$ cat src/ras_pkg.sv
`default_nettype none
package ras_pkg;
   localparam int unsigned DEPTH_DEF  = 31;
   localparam int unsigned PC_W_DEF   = 21;
   localparam int unsigned PTR_W      = 5;
   // register byte addresses on the bus
   localparam logic [7:0] OFF_INDEX   = 8'h00;
   localparam logic [7:0] OFF_TOP_LOW = 8'h04;
   localparam logic [7:0] OFF_TOP_HIGH= 8'h08;
   localparam logic [7:0] OFF_TOP_UPR = 8'h0c;
   localparam logic [7:0] OFF_CTRL    = 8'h10;
   // index register field positions
   localparam int unsigned FULL_BIT   = 7;
   localparam int unsigned UNF_BIT    = 6;
   // control register field positions
   localparam int unsigned FRE_BIT    = 0;
   localparam logic [4:0] PTR_RST     = 5'h00;
   localparam logic       FRE_RST     = 1'b1;
   localparam logic [1:0] HTRANS_NSEQ = 2'h2;

   typedef struct packed {
      logic        call;       // call or relative_call
      logic        irq_ack;    // acknowledged interrupt
      logic        ret;        // return, return_with_literal, return_from_interrupt
      logic [20:0] pc;         // current program counter
   } ras_core_req_type;

   typedef struct packed {
      logic        pc_load;    // one-cycle strobe: load pc_value
      logic [20:0] pc_value;
      logic        fault_reset;// one-cycle request for a device reset
   } ras_core_rsp_type;
endpackage
`default_nettype wire

$ cat src/ras_top.sv
`timescale 1ns/1ps
`default_nettype none
// Operation
// push pc on call or interrupt acknowledge
// pop entry into pc on returns
// pc latch registers left untouched
// 31 entries of 21 bits, 5-bit pointer
// every reset zeroes the pointer; por_n alone leaves it
// pointer zero has no entry
// push increments pointer then writes entry
// pop reads entry then decrements pointer
// stack storage private, no memory aliasing
// pointer readable and writable by software
// top registers mirror and write current entry
// software push/pop via top registers
// flags report full or beyond levels
// software masks interrupts during top edits
// index layout full7 unf6 ptr4:0 bit5 zero
// full on 31st push, reset or discard
// empty pop returns zero, sets underflow
// flags cleared only by software or poweron
// top registers read zero when pointer zero
module ras_top #(
   parameter int unsigned DEPTH = ras_pkg::DEPTH_DEF,
   parameter int unsigned PC_W  = ras_pkg::PC_W_DEF
) (
   input  wire logic                      hclk,
   input  wire logic                      hresetn,
   input  wire logic                      por_n,
   input  wire logic                      hsel,
   input  wire logic [31:0]               haddr,
   input  wire logic [1:0]                htrans,
   input  wire logic                      hwrite,
   input  wire logic [2:0]                hsize,
   input  wire logic [31:0]               hwdata,
   input  wire logic                      hready,
   output logic      [31:0]               hrdata,
   output logic                           hreadyout,
   output logic                           hresp,
   input  wire ras_pkg::ras_core_req_type core_req,
   output ras_pkg::ras_core_rsp_type      core_rsp,
   output logic      [4:0]                stack_level_bits,
   output logic                           stack_full_flag,
   output logic                           stack_underflow_flag
);
   typedef enum logic [1:0] {
      ST_IDLE = 2'b01,
      ST_DATA = 2'b10
   } ras_bus_state_type;

   // private storage, index 0 unused so entries sit at pointers 1..31
   logic [PC_W-1:0]   mem_q [1:DEPTH];
   logic [PC_W-1:0]   mem_wdata;
   logic [4:0]        mem_waddr;
   logic              mem_we;

   logic [4:0]        ptr_q, ptr_d;
   logic              full_q, full_d;
   logic              unf_q, unf_d;
   logic              fre_q, fre_d;
   ras_bus_state_type bst_q, bst_d;
   logic [7:0]        aoff_q, aoff_d;
   logic              awr_q, awr_d;
   ras_pkg::ras_core_rsp_type rsp_q, rsp_d;

   logic [PC_W-1:0]   top_val;
   logic              push, pop;
   logic              sw_wr;
   logic [7:0]        wb;
   logic [31:0]       rd_mux;

   assign push  = core_req.call | core_req.irq_ack;
   assign pop   = core_req.ret;
   assign sw_wr = (bst_q == ST_DATA) && awr_q;
   assign wb    = hwdata[7:0];

   // top of stack reads zero while nothing is selected
   always_comb begin
      top_val = '0;
      if (ptr_q != ras_pkg::PTR_RST) begin
         top_val = mem_q[ptr_q];
      end
   end

   // bus phase tracking, always zero wait states
   always_comb begin
      bst_d  = ST_IDLE;
      aoff_d = aoff_q;
      awr_d  = 1'b0;
      if (hsel && hready && (htrans == ras_pkg::HTRANS_NSEQ)) begin
         bst_d  = ST_DATA;
         aoff_d = haddr[7:0];
         awr_d  = hwrite;
      end
      case (bst_q)
         ST_IDLE: ;
         ST_DATA: ;
         default: bst_d = ST_IDLE;
      endcase
   end

   // pointer, flags and core response; core actions outrank software writes, except a pointer write during an empty pop with fre_q clear
   always_comb begin
      ptr_d     = ptr_q;
      full_d    = full_q;
      unf_d     = unf_q;
      fre_d     = fre_q;
      rsp_d     = '0;
      mem_we    = 1'b0;
      mem_waddr = ptr_q;
      mem_wdata = top_val;
      if (sw_wr) begin
         case (aoff_q)
            ras_pkg::OFF_INDEX: begin
               ptr_d = wb[4:0];
               // flags only clear from software, writing one keeps them
               if (!wb[ras_pkg::FULL_BIT]) full_d = 1'b0;
               if (!wb[ras_pkg::UNF_BIT])  unf_d  = 1'b0;
            end
            ras_pkg::OFF_TOP_LOW: begin
               mem_we    = (ptr_q != ras_pkg::PTR_RST);
               mem_wdata = {top_val[PC_W-1:8], wb};
            end
            ras_pkg::OFF_TOP_HIGH: begin
               mem_we    = (ptr_q != ras_pkg::PTR_RST);
               mem_wdata = {top_val[PC_W-1:16], wb, top_val[7:0]};
            end
            ras_pkg::OFF_TOP_UPR: begin
               mem_we    = (ptr_q != ras_pkg::PTR_RST);
               mem_wdata = {wb[PC_W-17:0], top_val[15:0]};
            end
            ras_pkg::OFF_CTRL: fre_d = wb[ras_pkg::FRE_BIT];
            default: ;
         endcase
      end
      // only pc is saved or loaded; the latch registers live elsewhere
      if (push) begin
         if (ptr_q < 5'(DEPTH)) begin
            ptr_d     = ptr_q + 5'h01;
            mem_we    = 1'b1;
            mem_waddr = ptr_q + 5'h01;
            mem_wdata = core_req.pc;
            if (ptr_q == 5'(DEPTH - 1)) begin
               full_d = 1'b1;
               if (fre_q) begin
                  rsp_d.fault_reset = 1'b1;
               end
            end
         end else begin
            // a discarded push also outranks a software pointer write
            ptr_d  = ptr_q;                               // pointer holds
            mem_we = 1'b0;                                // discarded
            full_d = 1'b1;
         end
      end else if (pop) begin
         rsp_d.pc_load = 1'b1;
         if (ptr_q == ras_pkg::PTR_RST) begin
            rsp_d.pc_value = '0;
            unf_d          = 1'b1;
            rsp_d.fault_reset = fre_q;
         end else begin
            rsp_d.pc_value = top_val;                     // read first
            ptr_d          = ptr_q - 5'h01;               // then decrement
         end
      end
      // a stack fault reset zeroes the pointer at the same edge
      if (rsp_d.fault_reset) begin
         ptr_d = ras_pkg::PTR_RST;
      end
   end

   // storage has no reset, it is only read behind a nonzero pointer
   always_ff @(posedge hclk) begin
      if (mem_we && (mem_waddr != ras_pkg::PTR_RST)) begin
         mem_q[mem_waddr] <= mem_wdata;
      end
   end

   // hresetn zeroes the pointer; por_n alone does not
   always_ff @(posedge hclk or negedge hresetn) begin
      if (!hresetn) begin
         ptr_q  <= ras_pkg::PTR_RST;
         fre_q  <= ras_pkg::FRE_RST;
         bst_q  <= ST_IDLE;
         aoff_q <= 8'h00;
         awr_q  <= 1'b0;
         rsp_q  <= '0;
      end else begin
         ptr_q  <= ptr_d;
         fre_q  <= fre_d;
         bst_q  <= bst_d;
         aoff_q <= aoff_d;
         awr_q  <= awr_d;
         rsp_q  <= rsp_d;
      end
   end

   // sticky flags survive ordinary resets; only power-on or a software write of zero clears them
   always_ff @(posedge hclk or negedge por_n) begin
      if (!por_n) begin
         full_q <= 1'b0;
         unf_q  <= 1'b0;
      end else begin
         full_q <= full_d;
         unf_q  <= unf_d;
      end
   end

   // read mux; index bit 5 and upper bits read zero
   always_comb begin
      rd_mux = 32'h0000_0000;
      case (aoff_q)
         ras_pkg::OFF_INDEX: begin
            rd_mux[4:0]               = ptr_q;
            rd_mux[ras_pkg::FULL_BIT] = full_q;
            rd_mux[ras_pkg::UNF_BIT]  = unf_q;
         end
         ras_pkg::OFF_TOP_LOW:  rd_mux[7:0] = top_val[7:0];
         ras_pkg::OFF_TOP_HIGH: rd_mux[7:0] = top_val[15:8];
         ras_pkg::OFF_TOP_UPR:  rd_mux[PC_W-17:0] = top_val[PC_W-1:16];
         ras_pkg::OFF_CTRL:     rd_mux[ras_pkg::FRE_BIT] = fre_q;
         default: ;
      endcase
   end

   assign hrdata               = (bst_q == ST_DATA) ? rd_mux : 32'h0000_0000;
   assign hreadyout            = 1'b1;
   assign hresp                = 1'b0;
   assign core_rsp             = rsp_q;
   assign stack_level_bits     = ptr_q;
   assign stack_full_flag      = full_q;
   assign stack_underflow_flag = unf_q;
endmodule // ras_top
`default_nettype wire

$ cat config.mk
export PLATFORM = sky130hd
export DESIGN_NAME = ras_top
export DESIGN_NICKNAME = d
export VERILOG_FILES = /design/src/ras_pkg.sv /design/src/ras_top.sv
export SDC_FILE = /design/constraint.sdc
export NUM_CORES = 1
export LEC_CHECK = 0
export BUFFER_PORTS_ARGS = -buffer_cell sky130_fd_sc_hd__clkbuf_2
export CAP_MARGIN = 20
export CORE_MARGIN = 8
export CORE_UTILIZATION = 30
export CTS_CLUSTER_DIAMETER = 30
export DETAILED_ROUTE_END_ITERATION = 12
export PLACE_DENSITY = 0.47
export SKIP_LAST_GASP = 1
export SLEW_MARGIN = 0
export SYNTH_ARGS = -nofsm -noshare
export SYNTH_HDL_FRONTEND = slang
export SYNTH_SLANG_ARGS = --single-unit
$ cat constraint.sdc
create_clock -name hclk -period 4.55 [get_ports hclk]
set_clock_uncertainty 0.15 [all_clocks]
set_input_delay 0.6825 -clock hclk [delete_from_list [all_inputs] [get_ports hclk]]
set_output_delay 0.6825 -clock hclk [all_outputs]
set_load 0.05 [all_outputs]
# ---- After elaboration in Yosys (flattened, before gate mapping)
# Memory sizes are Yosys's and may differ from the RTL's.
# Index checks and enable logic that the tools add are counted.
# W data, S select, Z words.
dict set report totals {
  wordCells 81
  mem_bits_rw 651
  n_memories 1
  out_inout_bits 64
  ff_bits 42
}
dict set report classes {
  muxes 47
  eq_ne 8
  n_lt_le_gt_ge 1
  n_reduce_logical 11
  addsub 2
  n_bitwise 1
}
# name depth word_bits rd rd_ports_with_merged_regs write_ports line_no
set memory_table {}
lappend memory_table {mem_q 31 21 1 0 1 ras_top.sv:52} ;# logic [PC_W-1:0] mem_q [1:DEPTH];
# cell n
set ops {}
lappend ops {{$mux W21} 5}
lappend ops {{$pmux W21 S3} 1}
lappend ops {{$mux W5} 8}
lappend ops {{$mux W1} 24}
lappend ops {{$mux W23} 1}
lappend ops {{$mux W22} 1}
lappend ops {{$eq A8 B4 Y1 const B} 2}
lappend ops {{$pmux W4 S4} 1}
lappend ops {{$reduce_bool A5 Y1} 2}
lappend ops {{$eq A8 B3 Y1 const B} 1}
lappend ops {{$eq A8 B5 Y1 const B} 1}
lappend ops {{$logic_not A8 Y1} 1}
lappend ops {{$mux W8} 1}
lappend ops {{$pmux W2 S3} 1}
lappend ops {{$add A5 B1 Y5 const B} 1}
lappend ops {{$eq A5 B5 Y1 const B} 1}
lappend ops {{$logic_not A5 Y1} 1}
lappend ops {{$lt A5 B5 Y1 const B} 1}
lappend ops {{$pmux W1 S5} 1}
lappend ops {{$sub A5 B1 Y5 const B} 1}
lappend ops {{$eq A2 B2 Y1 const B} 2}
lappend ops {{$logic_and A1 B1 Y1} 4}
lappend ops {{$mux W2} 2}
lappend ops {{$reduce_or A3 Y1} 1}
lappend ops {{other kinds (5)} 5}

# ---- Logic depth before layout (Yosys ltp)
# Gate-level depths: netlist (run 1).
dict set report logic_depth {
  word_depth 8
  depth_mapped 12
}

# ---- Worst setup path before layout (run 1)
# OpenSTA, ideal clock, no wires.
dict set report synth_timing {
  path_kind {flip-flop to output port}
  start {register ptr_q[1], in the netlist stack_level_bits[1]}
  end {output port hrdata[2]}
  arrival_time_ns 3.588
  t_required_ns 3.717
  stages_incl_launch_ff 13
  path_slack_ns 0.130
  cell_sequence {dfrtp_1 > buf_4 > buf_4 > buf_2 > clkinv_1 > ha_1 > clkbuf_2 > or4b_2 > clkbuf_1 > a211o_1 > nand3_1 > o32a_1 > a31oi_1}
}
dict set report synth_between {
  elab_chain_cells 4
  elab_cells_between_ends 5
}
# item line_no
set synth_rtl {}
lappend synth_rtl {{start: declaration} ras_top.sv:57} ;# logic [4:0] ptr_q, ptr_d;
lappend synth_rtl {{start signal: assignment} ras_top.sv:182} ;# ptr_q <= ras_pkg::PTR_RST;
lappend synth_rtl {{start signal: assignment} ras_top.sv:189} ;# ptr_q <= ptr_d;
lappend synth_rtl {{$mem_v2 Z31 W21 or $reduce_bool A5 Y1 (tied branches)} --}
lappend synth_rtl {{$mux W21 *} ras_top.sv:80} ;# if (ptr_q != ras_pkg::PTR_RST) begin
lappend synth_rtl {{$pmux W4 S4 *} ras_top.sv:212} ;# case (aoff_q)
lappend synth_rtl {{$mux W8 *} ras_top.sv:226} ;# assign hrdata = (bst_q == ST_DATA) ? rd_mux : 32'h0000_0000;
lappend synth_rtl {{end: declaration} ras_top.sv:37} ;# output logic [31:0] hrdata,
# Every way passes the cells marked *; elsewhere a longest branch is shown, timed or not.

# ---- Final worst setup path (run 1)
dict set report layout_timing {
  start {register ptr_q[3], in the netlist stack_level_bits[3]}
  end {output port hrdata[3]}
}
dict set report layout_between {
  elab_chain_cells 4
  elab_cells_between_ends 5
}
# item line_no
set layout_rtl {}
lappend layout_rtl {{$mem_v2 Z31 W21 or $reduce_bool A5 Y1 (tied branches)} --}
lappend layout_rtl {{$mux W21} ras_top.sv:80}
lappend layout_rtl {{$pmux W4 S4 *} ras_top.sv:212}
lappend layout_rtl {{$mux W8 *} ras_top.sv:226}
# Marked as above.

==> results.md, run 1 <==
* Status: completed
* Count leader, synth: edfxtp_1
* Worst VDD drop at 0.3516 mV
* Post-Syn Instances at 1598
* Share of layout cells above drive strength 1 at 35.23%
* Final worst-path setup slack at 72.22 ps
* Vias per std cell at 5.113
* Tmin final at 4478 ps
* Post-route ant nets at 0
* Number of nets in the layout at 2051
* Met2 Use GR at 26.89%
* 1st-iter DRT viols at 1715
* Area leader, netlist: edfxtp_1
* Initial core utilization at 30.10%
* Switch Pwr at 10.01 mW
* Worst EP required at 3720 ps
* Yosys reg bits at 693
* DR pass1 iterations at 6
* Max-cap viol count at 0
* Root buf cell: clkbuf_16
* Later-pin clock latency in the skew report at 740 ps
* IO buf count at 85
* Cell Rows at 113
* Slew Viols, Final at 0
* Most frequent cells after synthesis: edfxtp_1, nor2_1, mux2i_1
* Top FF cell, synth: edfxtp_1
* Asr flop ratio synth at 6.061%
* PD cells at 789.2 nW/um^2
* Netlist Area Pre-Place at 28470 um^2
* F_max at 223.3 MHz
* RSZ-0062 raised after global routing: yes
* First-pass GRT wire length at 133500 um
* Drt wl/cell at 28.81 um
* Final setup fails at 0
* Number of global-route vias before repair at 17297
* R2R depth at 7
* Worst-Margin Slew at 1205 ps
* Worst Path Max Fanout at 32
* Area share of the largest cell type after synthesis at 68.66%
* Sequential fraction of the synthesis area at 72.36%
* DR DRC count at 0
* Gate power share at 32.5%
* Via count at 17046
* Cts bufs inserted at 146
* Area Growth Syn to Fin at 32.33%
* GRT busiest layer: met2
* Gr usage total at 18.15%
* Die Width at 324.1 um
* Initial antenna violation count at 1
* Data arrival, critical path at 3650 ps
* Diodes inserted at 0
* Lkg Pwr at 13.21 nW
* Worst Setup Start Kind: flip-flop
* Pre-CTS setup slack at 410.7 ps
* CP Capture Type: output pin
* Relative slew slack at 19.29%
* Area of the core at 94590 um^2
* Tot Pwr at 29.74 mW
* Cell area after placement at 31940 um^2
* Mapped Avg Cell Area at 17.82 um^2
* Net Sw Frac at 33.68%
* CTS Sinks at 693
* GPL Wtd Cong at 1.004
* Hold Path Stages at 2
* IO Count at 163
* Die footprint at 105000 um^2
* Most area-consuming cells after synthesis: edfxtp_1, mux4_2, mux2i_1
* Final Hold Fails at 0
* GRT Residual Overflow at 0
* Largest net degree at the start of global routing at 50
* Period utilization at 98.41%
* Post-synth cell types at 83
* Clock transition at path regs at 50 ps
* Synth Warn # at 0
* Design area at 37680 um^2
* Final WL at 96070 um
* DP HPWL at 62360 um
* Min-delay worst type: in -> reg
* Seq pwr share at 30.3%
* Global Route met1 Usage at 25.70%
* Met3 usage at 5.393%
* WS Path Type: reg -> out
* H-tree depth at 4
* Clk network pwr share at 37.1%
* Buffer levels on the longest clock path at 3
* CTS tree: done
* Die H at 324.1 um
* Internal power at 19.72 mW
* Post-synth EDFFs at 651
==> layer usage <==
| metal | share of wire, % | vias to the layer above |
|---|---|---|
| li1 | - | 7199 |
| met1 | 46 | 8989 |
| met2 | 44 | 709 |
| met3 | 8.0 | 149 |
| met4 | 2.5 | 0 |
| met5 | 0 | - |
==> cell families (layout without fill, tap and decap cells) <==
family	after synthesis	count (layout)	share of synthesized area, %
other	2	26	0.02638
XOR/XNOR	3	3	0.09230
adder cells (fa/ha/maj)	5	5	0.2197
buffers and inverters	127	574	2.949
AND/OR/NAND/NOR	282	282	4.658
flip-flops	693	693	72.36
multiplexers	245	245	13.59
AO/OA/AOI/OAI	241	241	6.112
==> power groups by stage <==
stage / clock [mW] / combinational (mW) / sequential (mW)
2_1_floorplan: 0 / 5.05 / 9.17
6_report: 11.0 / 9.68 / 9.02
3_3_place_gp: 0 / 9.13 / 9.13
4_1_cts: 11.2 / 9.46 / 9.03
5_1_grt: 11.5 / 10.2 / 9.08
3_5_place_dp: 0 / 9.24 / 9.17
==> cell type report <==
| cell class | instances | area [um^2] |
|---|---|---|
| Clock buffer | 163 | 3737 |
| Clock inverter | 107 | 1491 |
| Fill cell | 8607 | 56910 |
| Inverter | 10 | 41.29 |
| Multi-Input combinational cell | 802 | 7496 |
| Sequential cell | 693 | 20620 |
| Tap cell | 1265 | 1583 |
| Timing Repair Buffer | 294 | 2715 |
==> per-stage QoR <==
step / TNS [ps] / hold slack, ps / cells / util (%)
finish: 0 / 60.44 / 3334 / 39.84
floorplan: 0 / 236.9 / 1622 / -
CTS: -21.31 / 6.356 / 3314 / 39.54
global route: -107.9 / 26.91 / 3334 / 39.84
global placement: 0 / 338.4 / 3030 / 33.74
detailed placement: 0 / 348.1 / 3031 / 33.77
==> state kept, by name, indices dropped and copies added (netlist names) <==
register and count:
aoff_q 8, fre_q 1, stack_underflow_flag 1, stack_full_flag 1
bst_q 2, core_rsp 23, mem_q 651, stack_level_bits 5
awr_q 1
==> worst paths after layout <==
| path | from | end | slack (ps) |
|---|---|---|---|
| min reg2reg | aoff_q[7] | aoff_q[7] | 350 |
| max in group asynchronous | hresetn | fre_q | 2900 |
| min | haddr[4] | aoff_q[4] | 60 |
| max reg2reg | stack_level_bits[4] | mem_q[9][19] | 810 |
| min in group asynchronous | por_n | stack_full_flag | 190 |
| max | stack_level_bits[3] | hrdata[3] | 70 |
==> layout by cell type (no fill, tap or decap), types with 31 or more instances in the layout <==
| cell type | Yosys | routed |
|---|---|---|
| edfxtp_1 | 651 | 651 |
| buf_4 | 32 | 154 |
| clkbuf_16 | 0 | 146 |
| mux2i_1 | 112 | 112 |
| mux4_2 | 95 | 95 |
| nor2_1 | 118 | 86 |
| clkbuf_2 | 1 | 77 |
| nand2_1 | 62 | 61 |
| buf_12 | 3 | 38 |
| dfrtp_1 | 40 | 35 |
| nor2_4 | 0 | 31 |
==> critical path: stages, from the launching register on <==
cell and delay (ps):
dfrtp_4 470, buf_4 480, mux4_2 400, mux2_2 280, o22ai_1 220, buf_4 210
a21oi_1 50, buf_4 150, a32oi_1 240, a21oi_2 190, buf_12 190
==> what timing repair did <==
action | in CTS | in global routing
setup endpoints to repair | 8 | 7
hold buffers | 9 | 0
pin swaps | 1 | 3
gates cloned | 1 | 0
hold endpoints to repair | 37 | 0
setup buffers | 3 | 17
gates resized for setup | 13 | 20
No activity file was read; power rests on OpenSTA's default activity.
==> run 2, diff against run 1 <==
--- a/config.mk
+++ b/config.mk
@@ -5,13 +5,14 @@
 export SDC_FILE = /design/constraint.sdc
 export NUM_CORES = 1
 export LEC_CHECK = 0
+export ABC_CLOCK_PERIOD_IN_PS = 4550
 export BUFFER_PORTS_ARGS = -buffer_cell sky130_fd_sc_hd__clkbuf_2
 export CAP_MARGIN = 20
 export CORE_MARGIN = 8
-export CORE_UTILIZATION = 30
+export CORE_UTILIZATION = 55
 export CTS_CLUSTER_DIAMETER = 30
 export DETAILED_ROUTE_END_ITERATION = 12
-export PLACE_DENSITY = 0.47
+export PLACE_DENSITY = 0.75
 export SKIP_LAST_GASP = 1
 export SLEW_MARGIN = 0
 export SYNTH_ARGS = -nofsm -noshare
==> results.md, run 2 (same netlist as run 1, synthesis figures left out) <==
* Status: finished with violations
* Violations in the final reports: setup timing
* Lkg Pwr at 12.19 nW (-7.7%)
* Initial core utilization at 55.50% (+25 points)
* Gr usage total at 27.96% (+9.8 points)
* F_max at 218.2 MHz (-2.3%)
* Worst setup startpoint: stack_level_bits[1]
* WS Path Type: reg -> out
* R2R depth at 8 (+1)
* Most frequent cells in the layout: edfxtp_1, clkbuf_16, mux2i_1
* Data arrival, critical path at 3750 ps (+100 ps)
* Period utilization at 100.7% (+2.3 points)
* Final WL at 84020 um (-13%)
* Area Growth Syn to Fin at 21.73%
* First-pass GRT wire length at 120200 um (-10%)
* Max-cap viol count at 0 (unchanged)
* Number of nets in the layout at 1938 (-5.5%)
* Buffer levels on the longest clock path at 3 (unchanged)
* Slew Viols, Final at 0 (unchanged)
* Later-pin clock latency in the skew report at 680 ps (-60 ps)
* Pre-CTS setup slack at 427.7 ps (+16.94 ps)
* Commonest non-fill, non-tap cell in the layout: edfxtp_1
* DP HPWL at 51550 um (-17%)
* Area of the core at 51300 um^2 (-46%)
* Share of layout cells above drive strength 1 at 31.27% (-4.0 points)
* IO Count at 163 (unchanged)
* Critical path capture point: hrdata[7]
* DR pass1 iterations at 6 (unchanged)
* RSZ-0062 raised after global routing: yes
* Largest net degree at the start of global routing at 50 (unchanged)
* Via count at 17146 (+0.59%)
* Relative slew slack at 24.45% (+5.2 points)
* Setup TNS at -32.07 ps (-32.07 ps)
* CP Capture Type: output pin
* Largest register FFs at 651 (unchanged)
* Cts bufs inserted at 116 (-21%)
* Final worst-path setup slack at -32.07 ps (-104.3 ps)
* Cell Rows at 83 (-27%)
* Worst hold slack at 76.90 ps (+16.46 ps)
* Clock transition at path regs at 60 ps (about the same)
* Vias per std cell at 6.549 (+28%)
* Fillcell total at 3308 (-62%)
* GPL Wtd Cong at 0.9935 (-1.0%)
* Tmin final at 4582 ps (+104.3 ps)
* Initial antenna violation count at 2 (+1)
* Worst Setup Start Kind: flip-flop
* Finished Core Util at 67.56% (+28 points)
* Worst EP required at 3720 ps (about the same)
* Final Hold Fails at 0 (unchanged)
* Number of global-route vias before repair at 17154 (-0.83%)
* PD cells at 766.2 nW/um^2 (-2.9%)
* Worst-Margin Slew at 1131 ps (-74.35 ps)
* Top reg by flops: mem_q
* Worst Path Max Fanout at 49 (+53%)
* Die H at 243.5 um (-25%)
* Min-delay worst type: in -> reg
* Die footprint at 59310 um^2 (-44%)
* H-tree depth at 3 (-1)
* Worst VDD drop at 0.3779 mV (+7.5%)
* GRT Residual Overflow at 0 (unchanged)
* Post-route ant nets at 0 (unchanged)
* Die Width at 243.5 um (-25%)
* DR DRC count at 0 (unchanged)
* Diodes inserted at 0 (unchanged)
* 1st-iter DRT viols at 2384 (+39%)
* Worst r2r dst: mem_q[12][11]
* IO buf count at 85 (unchanged)
* Final setup fails at 1 (+1)
* Root buf cell: clkbuf_16
* CTS Sinks at 693 (unchanged)
* Reg-to-Reg Start: stack_level_bits[1]
* CTS tree: done
* Drt wl/cell at 32.09 um (+11%)
* Tot Pwr at 26.56 mW (-11%)
* R2R setup slack at 650 ps (-160 ps)
## run 2: cell count changes in the layout (fill, tap and decap cells not counted), sizes merged
cell and change:
clkinv -8, buf -75, dlygate4sd3 -7, clkinvlp +1, bufbuf -2, clkbuf -29
bufinv -11
## run 2: per-layer routing
metal / up-vias / wire length [um] / GRT usage [%]
met3: 227 / 10710 / 7.779
met2: 1282 / 38380 / 42.54
met4: 0 / 3966 / 13.11
li1: 6933 / - / -
met1: 8704 / 30960 / 37.39
met5: - / 0 / 0
## run 2: metrics by stage
stage                     std cells  area [um^2]
final                          2618        34660
after global routing           2618        34660
after CTS                      2611        34520
after detailed placement       2384        30310
after global placement         2383        30290
after floorplan                1622        28560
## run 2: final cells by class
cell class,count,area (um^2),share of cell area (%)
clock buffer,133,3134,9.043
clock inverter,89,997.2,2.877
inverter,10,37.54,0.1083
multi-input combinational,802,7277,20.99
sequential,693,20620,59.48
tap,680,850.8,2.455
timing repair buffer,211,1748,5.043
## run 2: critical path: stages, from the launching register on
cell and delay (ps):
dfrtp_4 540, buf_12 310, buf_12 310, mux4_2 340, and2_1 180, a2111oi_2 490
nor3_1 180, nand4b_1 150, o211ai_1 270, buf_12 250
## run 2: power breakdown
| group | total [mW] | internal [mW] | switching (mW) | leakage (nW) |
|---|---|---|---|---|
| sequential | 9.05 | 8.71 | 0.347 | 6.40 |
| clock | 8.99 | 5.79 | 3.19 | 1.99 |
| combinational | 8.52 | 3.00 | 5.51 | 3.80 |
| total | 26.6 | 17.5 | 9.05 | 12.2 |
## run 2: what timing repair did
action                     4_1_cts  5_1_grt
cloned                           0        1
buffers inserted                 4        3
hold endpoints to repair         2        8
pin swaps                        0        2
hold buffers                     1        1
gates resized for setup          3        8
setup endpoints to repair        8        6
## run 2: how the worst min path moves through the flow
stage | start | endpoint | slack, ps | cells after the start
detailed placement | por_n | stack_underflow_flag | 330 | 1
global route | hwrite | awr_q | 80 | 3
global placement | por_n | stack_full_flag | 320 | 1
floorplan | hresetn | aoff_q[0] | 240 | 0
CTS | hwrite | awr_q | 50 | 3
finish | hwrite | awr_q | 80 | 3
